$ cat src/hw/fas_pkg.sv
// Constants and types shared by the fetch and absolute address sequencer
package fas_pkg;

   // ***************************************************************
   // Bus widths and address space
   // ***************************************************************
   localparam int ADDR_WIDTH = 16;
   localparam int DATA_WIDTH = 8;
   localparam logic [7:0] ZERO_PAGE = 8'h00;
   localparam logic [15:0] PC_RESET = 16'h0000;
   localparam logic [15:0] PC_STEP = 16'h0001;
   localparam logic [7:0] BYTE_RESET = 8'h00;

   // ***************************************************************
   // Memory cycle slots and timing
   // ***************************************************************
   localparam int CLK_PERIOD_NS = 40;
   localparam int PHASE_MIN_NS = 80;
   localparam int PHASE_SLOTS = (PHASE_MIN_NS + CLK_PERIOD_NS - 1) / CLK_PERIOD_NS;
   localparam int SLOT_WIDTH = 3;
   localparam logic [2:0] SLOT_FIRST = 3'h0;
   localparam logic [2:0] SLOT_PHI1_LAST = SLOT_FIRST + 3'(PHASE_SLOTS - 1);
   localparam logic [2:0] SLOT_GAP_ONE = SLOT_PHI1_LAST + 3'h1;
   localparam logic [2:0] SLOT_PHI2_FIRST = SLOT_GAP_ONE + 3'h1;
   localparam logic [2:0] SLOT_PHI2_LAST = SLOT_PHI2_FIRST + 3'(PHASE_SLOTS - 1);
   localparam logic [2:0] SLOT_LAST = SLOT_PHI2_LAST + 3'h1;

   // ***************************************************************
   // Opcode fields
   // ***************************************************************
   localparam int OPC_MODE_LSB = 0;
   localparam int OPC_OP_LSB = 4;
   localparam logic [1:0] MODEF_IMPLIED = 2'h0;
   localparam logic [1:0] MODEF_IMMEDIATE = 2'h1;
   localparam logic [1:0] MODEF_ZERO_PAGE = 2'h2;
   localparam logic [1:0] MODEF_ABSOLUTE = 2'h3;
   localparam logic [3:0] OPF_LOAD = 4'h1;
   localparam logic [3:0] OPF_STORE = 4'h2;
   localparam logic [3:0] OPF_ADD = 4'h3;
   localparam logic [3:0] OPF_TRANSFER = 4'h4;

   // ***************************************************************
   // Types
   // ***************************************************************
   typedef enum logic [1:0] {MODE_IMPLIED, MODE_IMMEDIATE, MODE_ZERO_PAGE, MODE_ABSOLUTE}
      fasMode_type;
   typedef enum logic [2:0] {OP_NONE, OP_LOAD, OP_STORE, OP_ADD, OP_TRANSFER} fasOp_type;
   typedef enum logic [1:0] {ST_OPCODE, ST_SECOND, ST_ADDR_HIGH, ST_OPERAND} fasState_type;

   typedef struct packed {
      fasOp_type op;
      fasMode_type mode;
      logic [1:0] instrBytes;
   } fasDecode_type;

   typedef struct packed {
      logic [ADDR_WIDTH-1:0] addr;
      logic readNotWrite;
      logic [DATA_WIDTH-1:0] writeData;
      logic writeOe;
   } fasBus_type;

   typedef struct packed {
      logic phaseOne;
      logic phaseTwo;
   } fasPhase_type;

   localparam fasDecode_type DECODE_RESET = '{op: OP_NONE, mode: MODE_IMPLIED,
      instrBytes: 2'h1};
   localparam fasBus_type BUS_RESET = '{addr: PC_RESET, readNotWrite: 1'b1,
      writeData: BYTE_RESET, writeOe: 1'b0};
   localparam fasPhase_type PHASE_RESET = '{phaseOne: 1'b1, phaseTwo: 1'b0};

endpackage

$ cat src/hw/fas_phase_gen.sv
// Two non-overlapping phase clocks and the slot counter of one memory cycle
`timescale 1ns/1ps
`default_nettype none
module fas_phase_gen (
   // Clock and reset
   input wire logic clk_sys,
   input wire logic rst,
   // Phase outputs
   output fas_pkg::fasPhase_type phase,
   output logic [fas_pkg::SLOT_WIDTH-1:0] slot
);
   import fas_pkg::*;

   logic [SLOT_WIDTH-1:0] next_slot;

   always_comb begin
      if (slot == SLOT_LAST) begin
         next_slot = SLOT_FIRST;
      end else begin
         next_slot = slot + 3'h1;
      end
   end

   // Gap slots between the phases keep them from ever overlapping
   always_ff @(posedge clk_sys) begin
      if (rst) begin
         slot <= SLOT_FIRST;
         phase <= PHASE_RESET;
      end else begin
         slot <= next_slot;
         phase.phaseOne <= (next_slot <= SLOT_PHI1_LAST);
         phase.phaseTwo <= (next_slot >= SLOT_PHI2_FIRST) && (next_slot <= SLOT_PHI2_LAST);
      end
   end

   AST_PHASE_NONOVERLAP: assert property (@(posedge clk_sys) disable iff (rst)
      !(phase.phaseOne && phase.phaseTwo))
      else $error("phase clocks overlap");

   AST_PHASE_ORDER: assert property (@(posedge clk_sys) disable iff (rst)
      (slot == SLOT_LAST) |=> phase.phaseOne ##(PHASE_SLOTS + 1) phase.phaseTwo)
      else $error("phase clocks out of order");

endmodule
`default_nettype wire

$ cat src/hw/fas_opcode_decode.sv
// Opcode decoder holding the class and length of the current instruction
`timescale 1ns/1ps
`default_nettype none
module fas_opcode_decode (
   // Clock and reset
   input wire logic clk_sys,
   input wire logic rst,
   // Opcode in
   input wire logic load,
   input wire logic [7:0] opcode,
   // Decoded class
   output fas_pkg::fasDecode_type decode
);
   import fas_pkg::*;

   fasDecode_type next_decode;

   always_comb begin
      next_decode = DECODE_RESET;
      unique case (opcode[OPC_MODE_LSB +: 2])
         MODEF_IMPLIED: begin
            next_decode.mode = MODE_IMPLIED;
            next_decode.instrBytes = 2'h1;
         end
         MODEF_IMMEDIATE: begin
            next_decode.mode = MODE_IMMEDIATE;
            next_decode.instrBytes = 2'h2;
         end
         MODEF_ZERO_PAGE: begin
            next_decode.mode = MODE_ZERO_PAGE;
            next_decode.instrBytes = 2'h2;
         end
         MODEF_ABSOLUTE: begin
            next_decode.mode = MODE_ABSOLUTE;
            next_decode.instrBytes = 2'h3;
         end
      endcase
      case (opcode[OPC_OP_LSB +: 4])
         OPF_LOAD: next_decode.op = (next_decode.mode == MODE_IMPLIED) ? OP_NONE : OP_LOAD;
         OPF_ADD: next_decode.op = (next_decode.mode == MODE_IMPLIED) ? OP_NONE : OP_ADD;
         // A store of an immediate byte has nowhere to go
         OPF_STORE: begin
            if (next_decode.mode == MODE_ZERO_PAGE || next_decode.mode == MODE_ABSOLUTE) begin
               next_decode.op = OP_STORE;
            end else begin
               next_decode.op = OP_NONE;
            end
         end
         OPF_TRANSFER: begin
            next_decode.op = (next_decode.mode == MODE_IMPLIED) ? OP_TRANSFER : OP_NONE;
         end
         default: next_decode.op = OP_NONE;
      endcase
   end

   always_ff @(posedge clk_sys) begin
      if (rst) begin
         decode <= DECODE_RESET;
      end else if (load) begin
         decode <= next_decode;
      end
   end

   AST_DECODE_LENGTH: assert property (@(posedge clk_sys) disable iff (rst)
      load |=> (decode.instrBytes >= 2'h1) && (decode.instrBytes == 2'h1) ==
         (decode.mode == MODE_IMPLIED))
      else $error("instruction length does not match its mode");

endmodule
`default_nettype wire

$ cat src/hw/fas_sequencer.sv
// Instruction fetch and operand address sequencer, top level
//
// Contract
// - Every access uses a 16-bit address; 65,536 byte locations of 8 bits.
// - Address space is 256 pages of 256 bytes; high byte is the page.
// - Instructions are one opcode byte plus zero, one or two address bytes.
// - Implied instructions finish from the opcode alone; the next byte is read but the counter holds.
// - Absolute mode reads opcode, low byte, high byte at successive locations.
// - Cycle 4 drives high byte and low byte together and moves the operand.
// - Counter steps as each opcode is fetched; new value addresses the next cycle.
// - Byte fetches overlap decoding: two bytes two cycles, three bytes three.
// - Every cycle is exactly one read or one write; memory always answers.
// - A cycle is one full pass of each of two non-overlapping phases.
// - Each instruction takes at least two cycles; cycles match memory accesses.
// - Next opcode is fetched while arithmetic completes; result lands cycle after.
`timescale 1ns/1ps
`default_nettype none
module fas_sequencer (
   // Clock and reset
   input wire logic clk_sys,
   input wire logic rst,
   // Memory bus
   output fas_pkg::fasBus_type bus,
   input wire logic [fas_pkg::DATA_WIDTH-1:0] memReadData,
   // Phase clocks
   output fas_pkg::fasPhase_type phase,
   // Processor status
   output logic opcodeFetch,
   output logic [fas_pkg::DATA_WIDTH-1:0] accumulator,
   output logic [fas_pkg::DATA_WIDTH-1:0] indexX
);
   import fas_pkg::*;

   // ***************************************************************
   // Declarations
   // ***************************************************************
   logic [SLOT_WIDTH-1:0] slot;
   logic cycleEnd;
   logic [DATA_WIDTH-1:0] dataMeta;
   logic [DATA_WIDTH-1:0] dataSync2;
   logic [DATA_WIDTH-1:0] dataSync3;
   logic [DATA_WIDTH-1:0] dataStable;
   fasState_type state;
   fasState_type next_state;
   logic [ADDR_WIDTH-1:0] pc;
   logic [ADDR_WIDTH-1:0] next_pc;
   logic [ADDR_WIDTH-1:0] next_addr;
   logic next_store;
   logic opcodeLoad;
   fasDecode_type decode;
   logic [7:0] addrLow;
   logic execPending;
   fasOp_type execOp;
   logic [DATA_WIDTH-1:0] operandReg;
   logic [DATA_WIDTH-1:0] aluResult;
   logic resultPending;
   logic carryFlag;
   logic [DATA_WIDTH:0] sum;
   logic [DATA_WIDTH-1:0] accForward;
   logic operandByte;
   logic [2:0] instrCycles;

   // ***************************************************************
   // Phase clocks and memory cycle framing
   // ***************************************************************
   fas_phase_gen phaseGen (
      .clk_sys(clk_sys),
      .rst(rst),
      .phase(phase),
      .slot(slot)
   );

   // Sequence state, counter and bus address move once per memory cycle, at its last slot
   assign cycleEnd = (slot == SLOT_LAST);

   // ***************************************************************
   // Read data synchroniser
   // ***************************************************************
   // Memory answers from outside our clock; a byte is taken only once
   // two stages agree, so a bus still settling is never consumed
   always_ff @(posedge clk_sys) begin
      if (rst) begin
         dataMeta <= BYTE_RESET;
         dataSync2 <= BYTE_RESET;
         dataSync3 <= BYTE_RESET;
      end else begin
         dataMeta <= memReadData;
         dataSync2 <= dataMeta;
         dataSync3 <= dataSync2;
      end
   end

   always_ff @(posedge clk_sys) begin
      if (rst) begin
         dataStable <= BYTE_RESET;
      end else if (dataSync2 == dataSync3) begin
         dataStable <= dataSync3;
      end
   end

   // ***************************************************************
   // Opcode decode
   // ***************************************************************
   assign opcodeLoad = cycleEnd && (state == ST_OPCODE);

   fas_opcode_decode opcodeDecode (
      .clk_sys(clk_sys),
      .rst(rst),
      .load(opcodeLoad),
      .opcode(dataStable),
      .decode(decode)
   );

   // ***************************************************************
   // Fetch sequence
   // ***************************************************************
   always_comb begin
      next_state = state;
      next_pc = pc;
      unique case (state)
         ST_OPCODE: begin
            next_state = ST_SECOND;
            next_pc = pc + PC_STEP;
         end
         ST_SECOND: begin
            // The byte after the opcode is always read while decoding runs
            unique case (decode.mode)
               MODE_IMPLIED: begin
                  next_state = ST_OPCODE;
               end
               MODE_IMMEDIATE: begin
                  next_state = ST_OPCODE;
                  next_pc = pc + PC_STEP;
               end
               MODE_ZERO_PAGE: begin
                  next_state = ST_OPERAND;
                  next_pc = pc + PC_STEP;
               end
               MODE_ABSOLUTE: begin
                  next_state = ST_ADDR_HIGH;
                  next_pc = pc + PC_STEP;
               end
            endcase
         end
         ST_ADDR_HIGH: begin
            next_state = ST_OPERAND;
            next_pc = pc + PC_STEP;
         end
         ST_OPERAND: begin
            next_state = ST_OPCODE;
         end
      endcase
   end

   always_comb begin
      next_addr = next_pc;
      if (next_state == ST_OPERAND) begin
         if (state == ST_ADDR_HIGH) begin
            next_addr = {dataStable, addrLow};
         end else begin
            next_addr = {ZERO_PAGE, dataStable};
         end
      end
      next_store = (next_state == ST_OPERAND) && (decode.op == OP_STORE);
   end

   always_ff @(posedge clk_sys) begin
      if (rst) begin
         state <= ST_OPCODE;
         pc <= PC_RESET;
      end else if (cycleEnd) begin
         state <= next_state;
         pc <= next_pc;
      end
   end

   // ***************************************************************
   // Address bytes
   // ***************************************************************
   always_ff @(posedge clk_sys) begin
      if (rst) begin
         addrLow <= BYTE_RESET;
      end else if (cycleEnd) begin
         // The high byte goes straight onto the bus, so only the low one is held
         if (state == ST_SECOND && (decode.mode == MODE_ZERO_PAGE ||
               decode.mode == MODE_ABSOLUTE)) begin
            addrLow <= dataStable;
         end
      end
   end

   // ***************************************************************
   // Memory bus drive
   // ***************************************************************
   // Reduced packages simply leave the upper address lines unbonded
   always_ff @(posedge clk_sys) begin
      if (rst) begin
         bus <= BUS_RESET;
      end else begin
         if (cycleEnd) begin
            bus.addr <= next_addr;
            bus.readNotWrite <= !next_store;
            bus.writeData <= accForward;
         end
         // Data is driven only while the second phase is high
         bus.writeOe <= !bus.readNotWrite && !cycleEnd &&
            (slot == SLOT_GAP_ONE || slot == SLOT_PHI2_FIRST);
      end
   end

   always_ff @(posedge clk_sys) begin
      if (rst) begin
         opcodeFetch <= 1'b1;
      end else if (cycleEnd) begin
         opcodeFetch <= (next_state == ST_OPCODE);
      end
   end

   // ***************************************************************
   // Execution overlap
   // ***************************************************************
   assign sum = {1'b0, accumulator} + {1'b0, operandReg} + {8'h00, carryFlag};
   // A result still in flight is forwarded so a transfer right behind sees it
   assign accForward = resultPending ? aluResult : accumulator;
   assign operandByte = (decode.op == OP_LOAD) || (decode.op == OP_ADD);

   always_ff @(posedge clk_sys) begin
      if (rst) begin
         execPending <= 1'b0;
         execOp <= OP_NONE;
         operandReg <= BYTE_RESET;
         aluResult <= BYTE_RESET;
         resultPending <= 1'b0;
         carryFlag <= 1'b0;
         accumulator <= BYTE_RESET;
         indexX <= BYTE_RESET;
      end else if (cycleEnd) begin
         unique case (state)
            ST_OPCODE: begin
               if (execPending) begin
                  execPending <= 1'b0;
                  resultPending <= 1'b1;
                  if (execOp == OP_ADD) begin
                     aluResult <= sum[DATA_WIDTH-1:0];
                     carryFlag <= sum[DATA_WIDTH];
                  end else begin
                     aluResult <= operandReg;
                  end
               end
            end
            ST_SECOND: begin
               if (resultPending) begin
                  accumulator <= aluResult;
                  resultPending <= 1'b0;
               end
               if (decode.mode == MODE_IMPLIED && decode.op == OP_TRANSFER) begin
                  indexX <= accForward;
               end
               if (decode.mode == MODE_IMMEDIATE && operandByte) begin
                  operandReg <= dataStable;
                  execOp <= decode.op;
                  execPending <= 1'b1;
               end
            end
            ST_ADDR_HIGH: begin
            end
            ST_OPERAND: begin
               if (operandByte) begin
                  operandReg <= dataStable;
                  execOp <= decode.op;
                  execPending <= 1'b1;
               end
            end
         endcase
      end
   end

   // ***************************************************************
   // Checks
   // ***************************************************************
   always_ff @(posedge clk_sys) begin
      if (rst) begin
         instrCycles <= 3'h0;
      end else if (cycleEnd) begin
         instrCycles <= (state == ST_OPCODE) ? 3'h1 : instrCycles + 3'h1;
      end
   end

   AST_PC_STEP: assert property (@(posedge clk_sys) disable iff (rst)
      opcodeLoad |=> (pc == $past(pc) + PC_STEP) && (bus.addr == pc))
      else $error("counter did not step onto the bus after opcode fetch");

   AST_TWO_CYCLES: assert property (@(posedge clk_sys) disable iff (rst)
      opcodeLoad |=> (state == ST_SECOND) [*6])
      else $error("instruction shorter than two cycles");

   AST_IMPLIED_HOLD: assert property (@(posedge clk_sys) disable iff (rst)
      cycleEnd && state == ST_SECOND && decode.mode == MODE_IMPLIED
         |=> state == ST_OPCODE && $stable(pc))
      else $error("implied instruction fetched another byte");

   AST_ABS_ADDR: assert property (@(posedge clk_sys) disable iff (rst)
      cycleEnd && state == ST_ADDR_HIGH |=> bus.addr == {$past(dataStable), addrLow}
         && state == ST_OPERAND)
      else $error("operand address not formed from high and low bytes");

   AST_LOW_HELD: assert property (@(posedge clk_sys) disable iff (rst)
      state == ST_ADDR_HIGH && !cycleEnd |=> $stable(addrLow))
      else $error("low address byte lost during high byte fetch");

   AST_ZERO_PAGE: assert property (@(posedge clk_sys) disable iff (rst)
      state == ST_OPERAND && decode.mode == MODE_ZERO_PAGE |-> bus.addr[15:8] == ZERO_PAGE)
      else $error("zero page access left page zero");

   AST_ABS_CYCLE: assert property (@(posedge clk_sys) disable iff (rst)
      state == ST_ADDR_HIGH |-> instrCycles == 3'h2 && decode.instrBytes == 2'h3)
      else $error("absolute high byte not fetched in cycle three");

   AST_MAX_LENGTH: assert property (@(posedge clk_sys) disable iff (rst)
      instrCycles <= 3'h4)
      else $error("instruction ran over four cycles");

   AST_ONE_ACCESS: assert property (@(posedge clk_sys) disable iff (rst)
      bus.writeOe |-> !bus.readNotWrite && phase.phaseTwo)
      else $error("write data driven outside a write cycle");

   AST_ADDR_STABLE: assert property (@(posedge clk_sys) disable iff (rst)
      !cycleEnd |=> $stable(bus.addr) && $stable(bus.readNotWrite))
      else $error("address changed inside a memory cycle");

   AST_WRITEBACK: assert property (@(posedge clk_sys) disable iff (rst)
      opcodeLoad && execPending |=> resultPending ##6 accumulator == $past(aluResult, 6)
         && !resultPending)
      else $error("result not written the cycle after the next opcode");

endmodule
`default_nettype wire

$ cat config.mk
export PLATFORM = sky130hd
export DESIGN_NAME = fas_sequencer
export DESIGN_NICKNAME = d
export VERILOG_FILES = /design/src/hw/fas_pkg.sv /design/src/hw/fas_phase_gen.sv /design/src/hw/fas_opcode_decode.sv /design/src/hw/fas_sequencer.sv
export SDC_FILE = /design/constraint.sdc
export NUM_CORES = 1
export LEC_CHECK = 0
export ABC_AREA = 1
export BUFFER_PORTS_ARGS = -buffer_cell sky130_fd_sc_hd__buf_2
export CAP_MARGIN = 10
export CORE_UTILIZATION = 53
export CTS_CLUSTER_DIAMETER = 120
export CTS_CLUSTER_SIZE = 28
export DETAILED_ROUTE_END_ITERATION = 16
export GPL_ROUTABILITY_DRIVEN = 0
export GPL_TIMING_DRIVEN = 0
export PLACE_DENSITY = 0.75
export SLEW_MARGIN = 20
export SYNTH_ARGS = -nofsm -noshare
export SYNTH_HDL_FRONTEND = slang
export SYNTH_SLANG_ARGS = --single-unit
$ cat constraint.sdc
create_clock -name clk_sys -period 1.71 [get_ports clk_sys]
set_input_delay 0.0855 -clock clk_sys [delete_from_list [all_inputs] [get_ports clk_sys]]
set_output_delay 0.0855 -clock clk_sys [all_outputs]
set_load 0.02 [all_outputs]
Yosys cells after proc, flatten, opt, wreduce, memory -nomap -nowiden
Cells that the tools add are included.
{"block": "op_classes", "n_eq_ne": 28, "n_mux": 26, "n_reduce_logical": 34, "n_addsub": 4, "n_lt_le_gt_ge": 3}
{"cell": "16-bit 2-to-1 mux", "count": 3}
{"cell": "8-bit 2-to-1 mux", "count": 4}
{"cell": "16-bit one-hot mux with 2 select lines", "count": 1}
{"cell": "2-bit equality test, second input constant", "count": 9}
{"cell": "16-bit by 1-bit adder with 16-bit output, second input constant", "count": 1}
{"cell": "4-bit one-hot mux with 4 select lines", "count": 1}
{"cell": "8-bit one-hot mux with 2 select lines", "count": 1}
{"cell": "3-bit by 2-bit equality test with 1-bit output, second input constant", "count": 5}
{"cell": "3-bit 2-to-1 mux", "count": 4}
{"cell": "3-bit one-hot mux with 4 select lines", "count": 1}
{"cell": "4-bit AND reduction", "count": 3}
{"cell": "2-bit zero test", "count": 5}
{"cell": "8-bit by 8-bit adder with 9-bit output", "count": 1}
{"cell": "9-bit by 1-bit adder with 9-bit output", "count": 1}
{"cell": "3-bit AND reduction", "count": 3}
{"cell": "4-bit by 2-bit equality test with 1-bit output, second input constant", "count": 2}
{"cell": "8-bit equality test", "count": 1}
{"cell": "1-bit logical AND", "count": 8}
{"cell": "2-bit one-hot mux with 4 select lines", "count": 1}
{"cell": "2-bit by 1-bit equality test with 1-bit output, second input constant", "count": 3}
{"cell": "3-bit equality test, second input constant", "count": 2}
{"cell": "2-bit one-hot mux with 3 select lines", "count": 1}
{"cell": "3-bit one-hot mux with 2 select lines", "count": 1}
{"cell": "4-bit by 1-bit equality test with 1-bit output, second input constant", "count": 1}
{"cell": "other kinds (19)", "count": 32}
{"block": "word_totals", "register_bits": 133, "in_bits": 10, "elab_cells": 120}

Depth between registers and ports, before layout
{"block": "logic_depth", "word_depth": 7, "depth_mapped": 12, "depth_no_buf": 11}

By module
From an unflattened synthesis, not the netlist that was laid out.
{"block": "unflattened", "cells_unflattened": 789, "area_unflattened_um2": 6003.3}
{"mod": "fas_sequencer", "instances": 1, "cells_per_inst": 717, "area_per_inst_um2": 5437.7, "seq_area_each_um2": 2462.4}
{"mod": "fas_opcode_decode", "instances": 1, "cells_per_inst": 52, "area_per_inst_um2": 384.1, "seq_area_each_um2": 140.1}
{"mod": "fas_phase_gen", "instances": 1, "cells_per_inst": 20, "area_per_inst_um2": 181.4, "seq_area_each_um2": 100.1}

Worst setup path after synthesis
Ideal clock, no wire load.
{"block": "synth_timing", "kind": "register -> register", "startpoint": "register accumulator[0] (netlist bit)", "endpoint": "register aluResult[4]", "setup_ns": 0.070, "path_stages_with_launch": 7, "arrival_time_ns": 1.807, "n_path_buf": 0, "setup_slack_ns": -0.167, "required_ns": 1.640, "period_less_slack_ns": 1.877, "path_cell_list": "dfxtp_1 -> fa_1 -> fa_1 -> a31o_2 -> a21oi_1 -> o21ai_0 -> a21oi_1"}
{"block": "synth_via", "elab_chain_cells": 3}
{"item": "start: declaration", "line_no": "fas_sequencer.sv:29", "text": "output logic [fas_pkg::DATA_WIDTH-1:0] accumulator,"}
{"item": "start signal: assignment", "line_no": "fas_sequencer.sv:253", "text": "accumulator <= aluResult;"}
{"item": "8-bit by 8-bit adder with 9-bit output", "line_no": "fas_sequencer.sv:222", "text": "assign sum = {1'b0, accumulator} + {1'b0, operandReg} + {8'h00, carryFlag};"}
{"item": "9-bit by 1-bit adder with 9-bit output", "line_no": "fas_sequencer.sv:222"}
{"item": "8-bit 2-to-1 mux", "line_no": "fas_sequencer.sv:243", "text": "if (execOp == OP_ADD) begin"}
{"item": "end signal: assignment", "line_no": "fas_sequencer.sv:244", "text": "aluResult <= sum[DATA_WIDTH-1:0];"}
{"item": "end signal: assignment", "line_no": "fas_sequencer.sv:247", "text": "aluResult <= operandReg;"}
{"item": "end: declaration", "line_no": "fas_sequencer.sv:55", "text": "logic [DATA_WIDTH-1:0] aluResult;"}
Every way passes these cells.
A chain may end at the register's enable or synchronous reset.

Worst setup path in the final report
{"block": "layout_timing", "startpoint": "register carryFlag", "endpoint": "register carryFlag"}
{"block": "layout_via", "elab_chain_cells": 1}
{"item": "start: declaration", "line_no": "fas_sequencer.sv:57", "text": "logic carryFlag;"}
{"item": "start signal: assignment", "line_no": "fas_sequencer.sv:245", "text": "carryFlag <= sum[DATA_WIDTH];"}
{"item": "9-bit by 1-bit adder with 9-bit output", "line_no": "fas_sequencer.sv:222"}
Every way passes these cells.

==> out/qor.csv <==
metric;value;unit
synth top area cells;dfxtp_1 (46%), a21oi_1 (7.2%), o21ai_0 (6.6%);
violated checks;setup timing;
Initial Util;0.553;
met2 GRT Util;0.470;
H-tree levels;4;
via count;5448;
vias per cell;5.49;
Relative slew margins;0.553;
hold_ws;0.296;ns
VDD IR max;607;uV
mean post-synth cell area;7.59;sq um
Distinct cells, synth;40;
GRT met3 Usage;0.0521;
final net count;864;
Cell Rows;37;
Final ANT Viol Nets;0;
core area;0.0104;sq mm
Worst EP arrival;2.21;ns
Worst-path clk slew;0.06;ns
Synth Register Bits;133;
Worst R2R Path Depth;8;
dpl cells;948;
Critical Path End Type;flip-flop;
RSZ-0062 raised after global routing;yes;
Num CTS Buffers;17;
via count of the first global-routing pass;5209;
max reg flops;26;
final wirelength;14600;microns
largest reg by FF count;bus;
area delta synth->final;21.0;%
crit share post-route;1.06;
critical path launch point type;flip-flop;
Pre-antenna DRT Iters;4;
Slew @ Worst Pin;0.670;ns
initial antenna violation count;0;
Ys Warns;0;
hold-critical path depth;4;
share of the synthesized area in the top cell type;0.463;
P per Cell Area;999;mW/mm^2
Worst Skew;0.00969;ns
status;finished, violations left;
Die H;106;microns
Worst Setup Path Type;reg2reg;
Syn Inst Count;758;
Final Setup Violations;4;
Max Root-Sink Buffers;2;
sequential cell area fraction in the yosys report;0.463;
drc violations;0;
worst-path maximum fanout;3;
CTS root buf;clkbuf_8;
fin crit period;1.81;ns
Finished Layout Cells;992;
Max Slew Vio Count;0;
Final Hold Fails;0;
gr busiest metal;met2;
Post-Syn Area;0.00576;sq mm
WL per Instance;14.7;microns
Die Area;0.0113;sq mm
Leak Pwr;3.07;nW
first-pass GRT wire length;23700;microns
min-delay worst type;in2reg;
PortBufs;54;
final worst slack;-0.103;ns
fmax;0.552;GHz
total gr overflow;0;
top flop regs;bus (26), pc (16);
Die X;106;microns
Core Util, Final;0.669;
area leader, netlist;dfxtp_1;
IO Pins;55;
drt initial violations;458;
Sink Count;133;
# diodes;0;
global-route track usage on met1;0.318;
critical path required time;2.11;ns
clk_lat worst skew;0.52;ns
gr usage total;0.268;
maxcap violations;0;
Mapped Nets;778;
CTS tree;done;
HPWL Detailed;10400;microns
largest net degree at the start of global routing;17;
share of cells above drive strength 1;0.194;
Fillers;871;
-- routing by layer --
metal | part of all wire | wire (microns)
met1 | 0.42 | 6170
met2 | 0.49 | 7190
met3 | 0.061 | 885
met4 | 0.025 | 359
met5 | 0 | 0
-- stage by stage --
| stage | setup TNS [ns] | worst slack, ns | total power [mW] | area (sq um) |
|---|---|---|---|---|
| after detailed placement | -0.374 | -0.121 | 3.78 | 6200 |
| after CTS | -0.139 | -0.0612 | 6.98 | 6870 |
| after global placement | -0.196 | -0.0745 | 3.76 | 6200 |
| after global routing | -0.680 | -0.165 | 7.19 | 6970 |
| final | -0.269 | -0.103 | 6.96 | 6970 |
| after floorplan | 0 | 0.0142 | 3.63 | 5760 |
-- cell families (layout without fill, tap and decap cells) --
logic type,count (synthesis),after routing,synth area share
and+or+nand+nor,237,237,0.182
AOI/OAI and AO/OA,225,225,0.213
buffers and inverters,139,237,0.0974
DFF,133,133,0.463
xor gates and xnor gates,14,14,0.0213
adders and majority gates,10,10,0.0243
-- where the power goes --
part           switching (mW)  internal, mW  leakage, nW
combinational           0.322         0.157         1.74
clock                    1.41          1.82        0.250
sequential             0.0594          3.19         1.08
total                    1.79          5.18         3.07
-- cell usage in the layout, fill, tap and decap left out, types with 10 or more instances in the layout --
| master | synthesis | routed |
|---|---|---|
| a31oi_1 | 12 | 12 |
| o21ai_1 | 26 | 30 |
| nand2_1 | 97 | 95 |
| a21oi_2 | 9 | 15 |
| clkbuf_1 | 19 | 18 |
| xor2_1 | 11 | 10 |
| a21oi_1 | 83 | 77 |
| clkbuf_16 | 0 | 16 |
| buf_4 | 4 | 10 |
| o21ai_0 | 76 | 72 |
| nand3_1 | 31 | 28 |
| buf_2 | 9 | 60 |
| dfxtp_1 | 133 | 128 |
| o211ai_1 | 13 | 13 |
| inv_1 | 94 | 94 |
| nor2_1 | 71 | 68 |
-- Yosys cell counts, drive strengths merged --
| cell | count |
|---|---|
| a21o | 1 |
| a21oi | 92 |
| a31o | 1 |
| a31oi | 12 |
| buf | 17 |
| clkbuf | 19 |
| dfxtp | 133 |
| fa | 2 |
| ha | 8 |
| inv | 103 |
| nand2 | 102 |
| nand3 | 32 |
| nand3b | 3 |
| nand4 | 6 |
| nor2 | 78 |
| nor3 | 8 |
| nor4 | 2 |
| o2111ai | 1 |
| o211ai | 13 |
| o21a | 1 |
| o21ai | 102 |
| o31ai | 2 |
| or2 | 6 |
| xnor2 | 3 |
| xor2 | 11 |
-- path summary, 6_finish.rpt --
check                                 end                   start  slack [ns]
setup / recovery   carryFlag$_SDFFE_PP0P_  carryFlag$_SDFFE_PP0P_       -0.10
hold / removal     dataMeta[0]$_SDFF_PP0_          memReadData[0]        0.30
setup reg to reg   carryFlag$_SDFFE_PP0P_  carryFlag$_SDFFE_PP0P_       -0.10
hold reg to reg   dataSync2[6]$_SDFF_PP0_  dataMeta[6]$_SDFF_PP0_        0.40
-- worst max-delay path: stages, from the launching register on --
cell and delay (ns):
dfxtp_2 0.34, fa_2 0.41, fa_2 0.41, nand4_1 0.11, nand3_2 0.11, nand2_1 0.08
nand2_1 0.06, a21oi_2 0.11, a21oi_1 0.07
-- area by class of cell --
cell class / count / area (sq um) / share of cell area
sequential: 133 / 2670 / 0.383
multi-input combinational: 486 / 2640 / 0.378
clock buffer: 18 / 428 / 0.0614
inverter: 103 / 392 / 0.0562
timing repair buffer: 67 / 390 / 0.0560
buffer: 36 / 178 / 0.0255
tap: 136 / 170 / 0.0244
clock inverter: 13 / 101 / 0.0145
-- what timing repair did --
item                                    in CTS  in global routing
gates resized for setup                      7                 31
buffers inserted                             2                  2
pin swaps                                    4                  7
hold endpoints to repair                    11                  0
endpoints found under the setup margin       6                 22
hold buffers                                 9                  0
(Power assumes the default switching activity.)
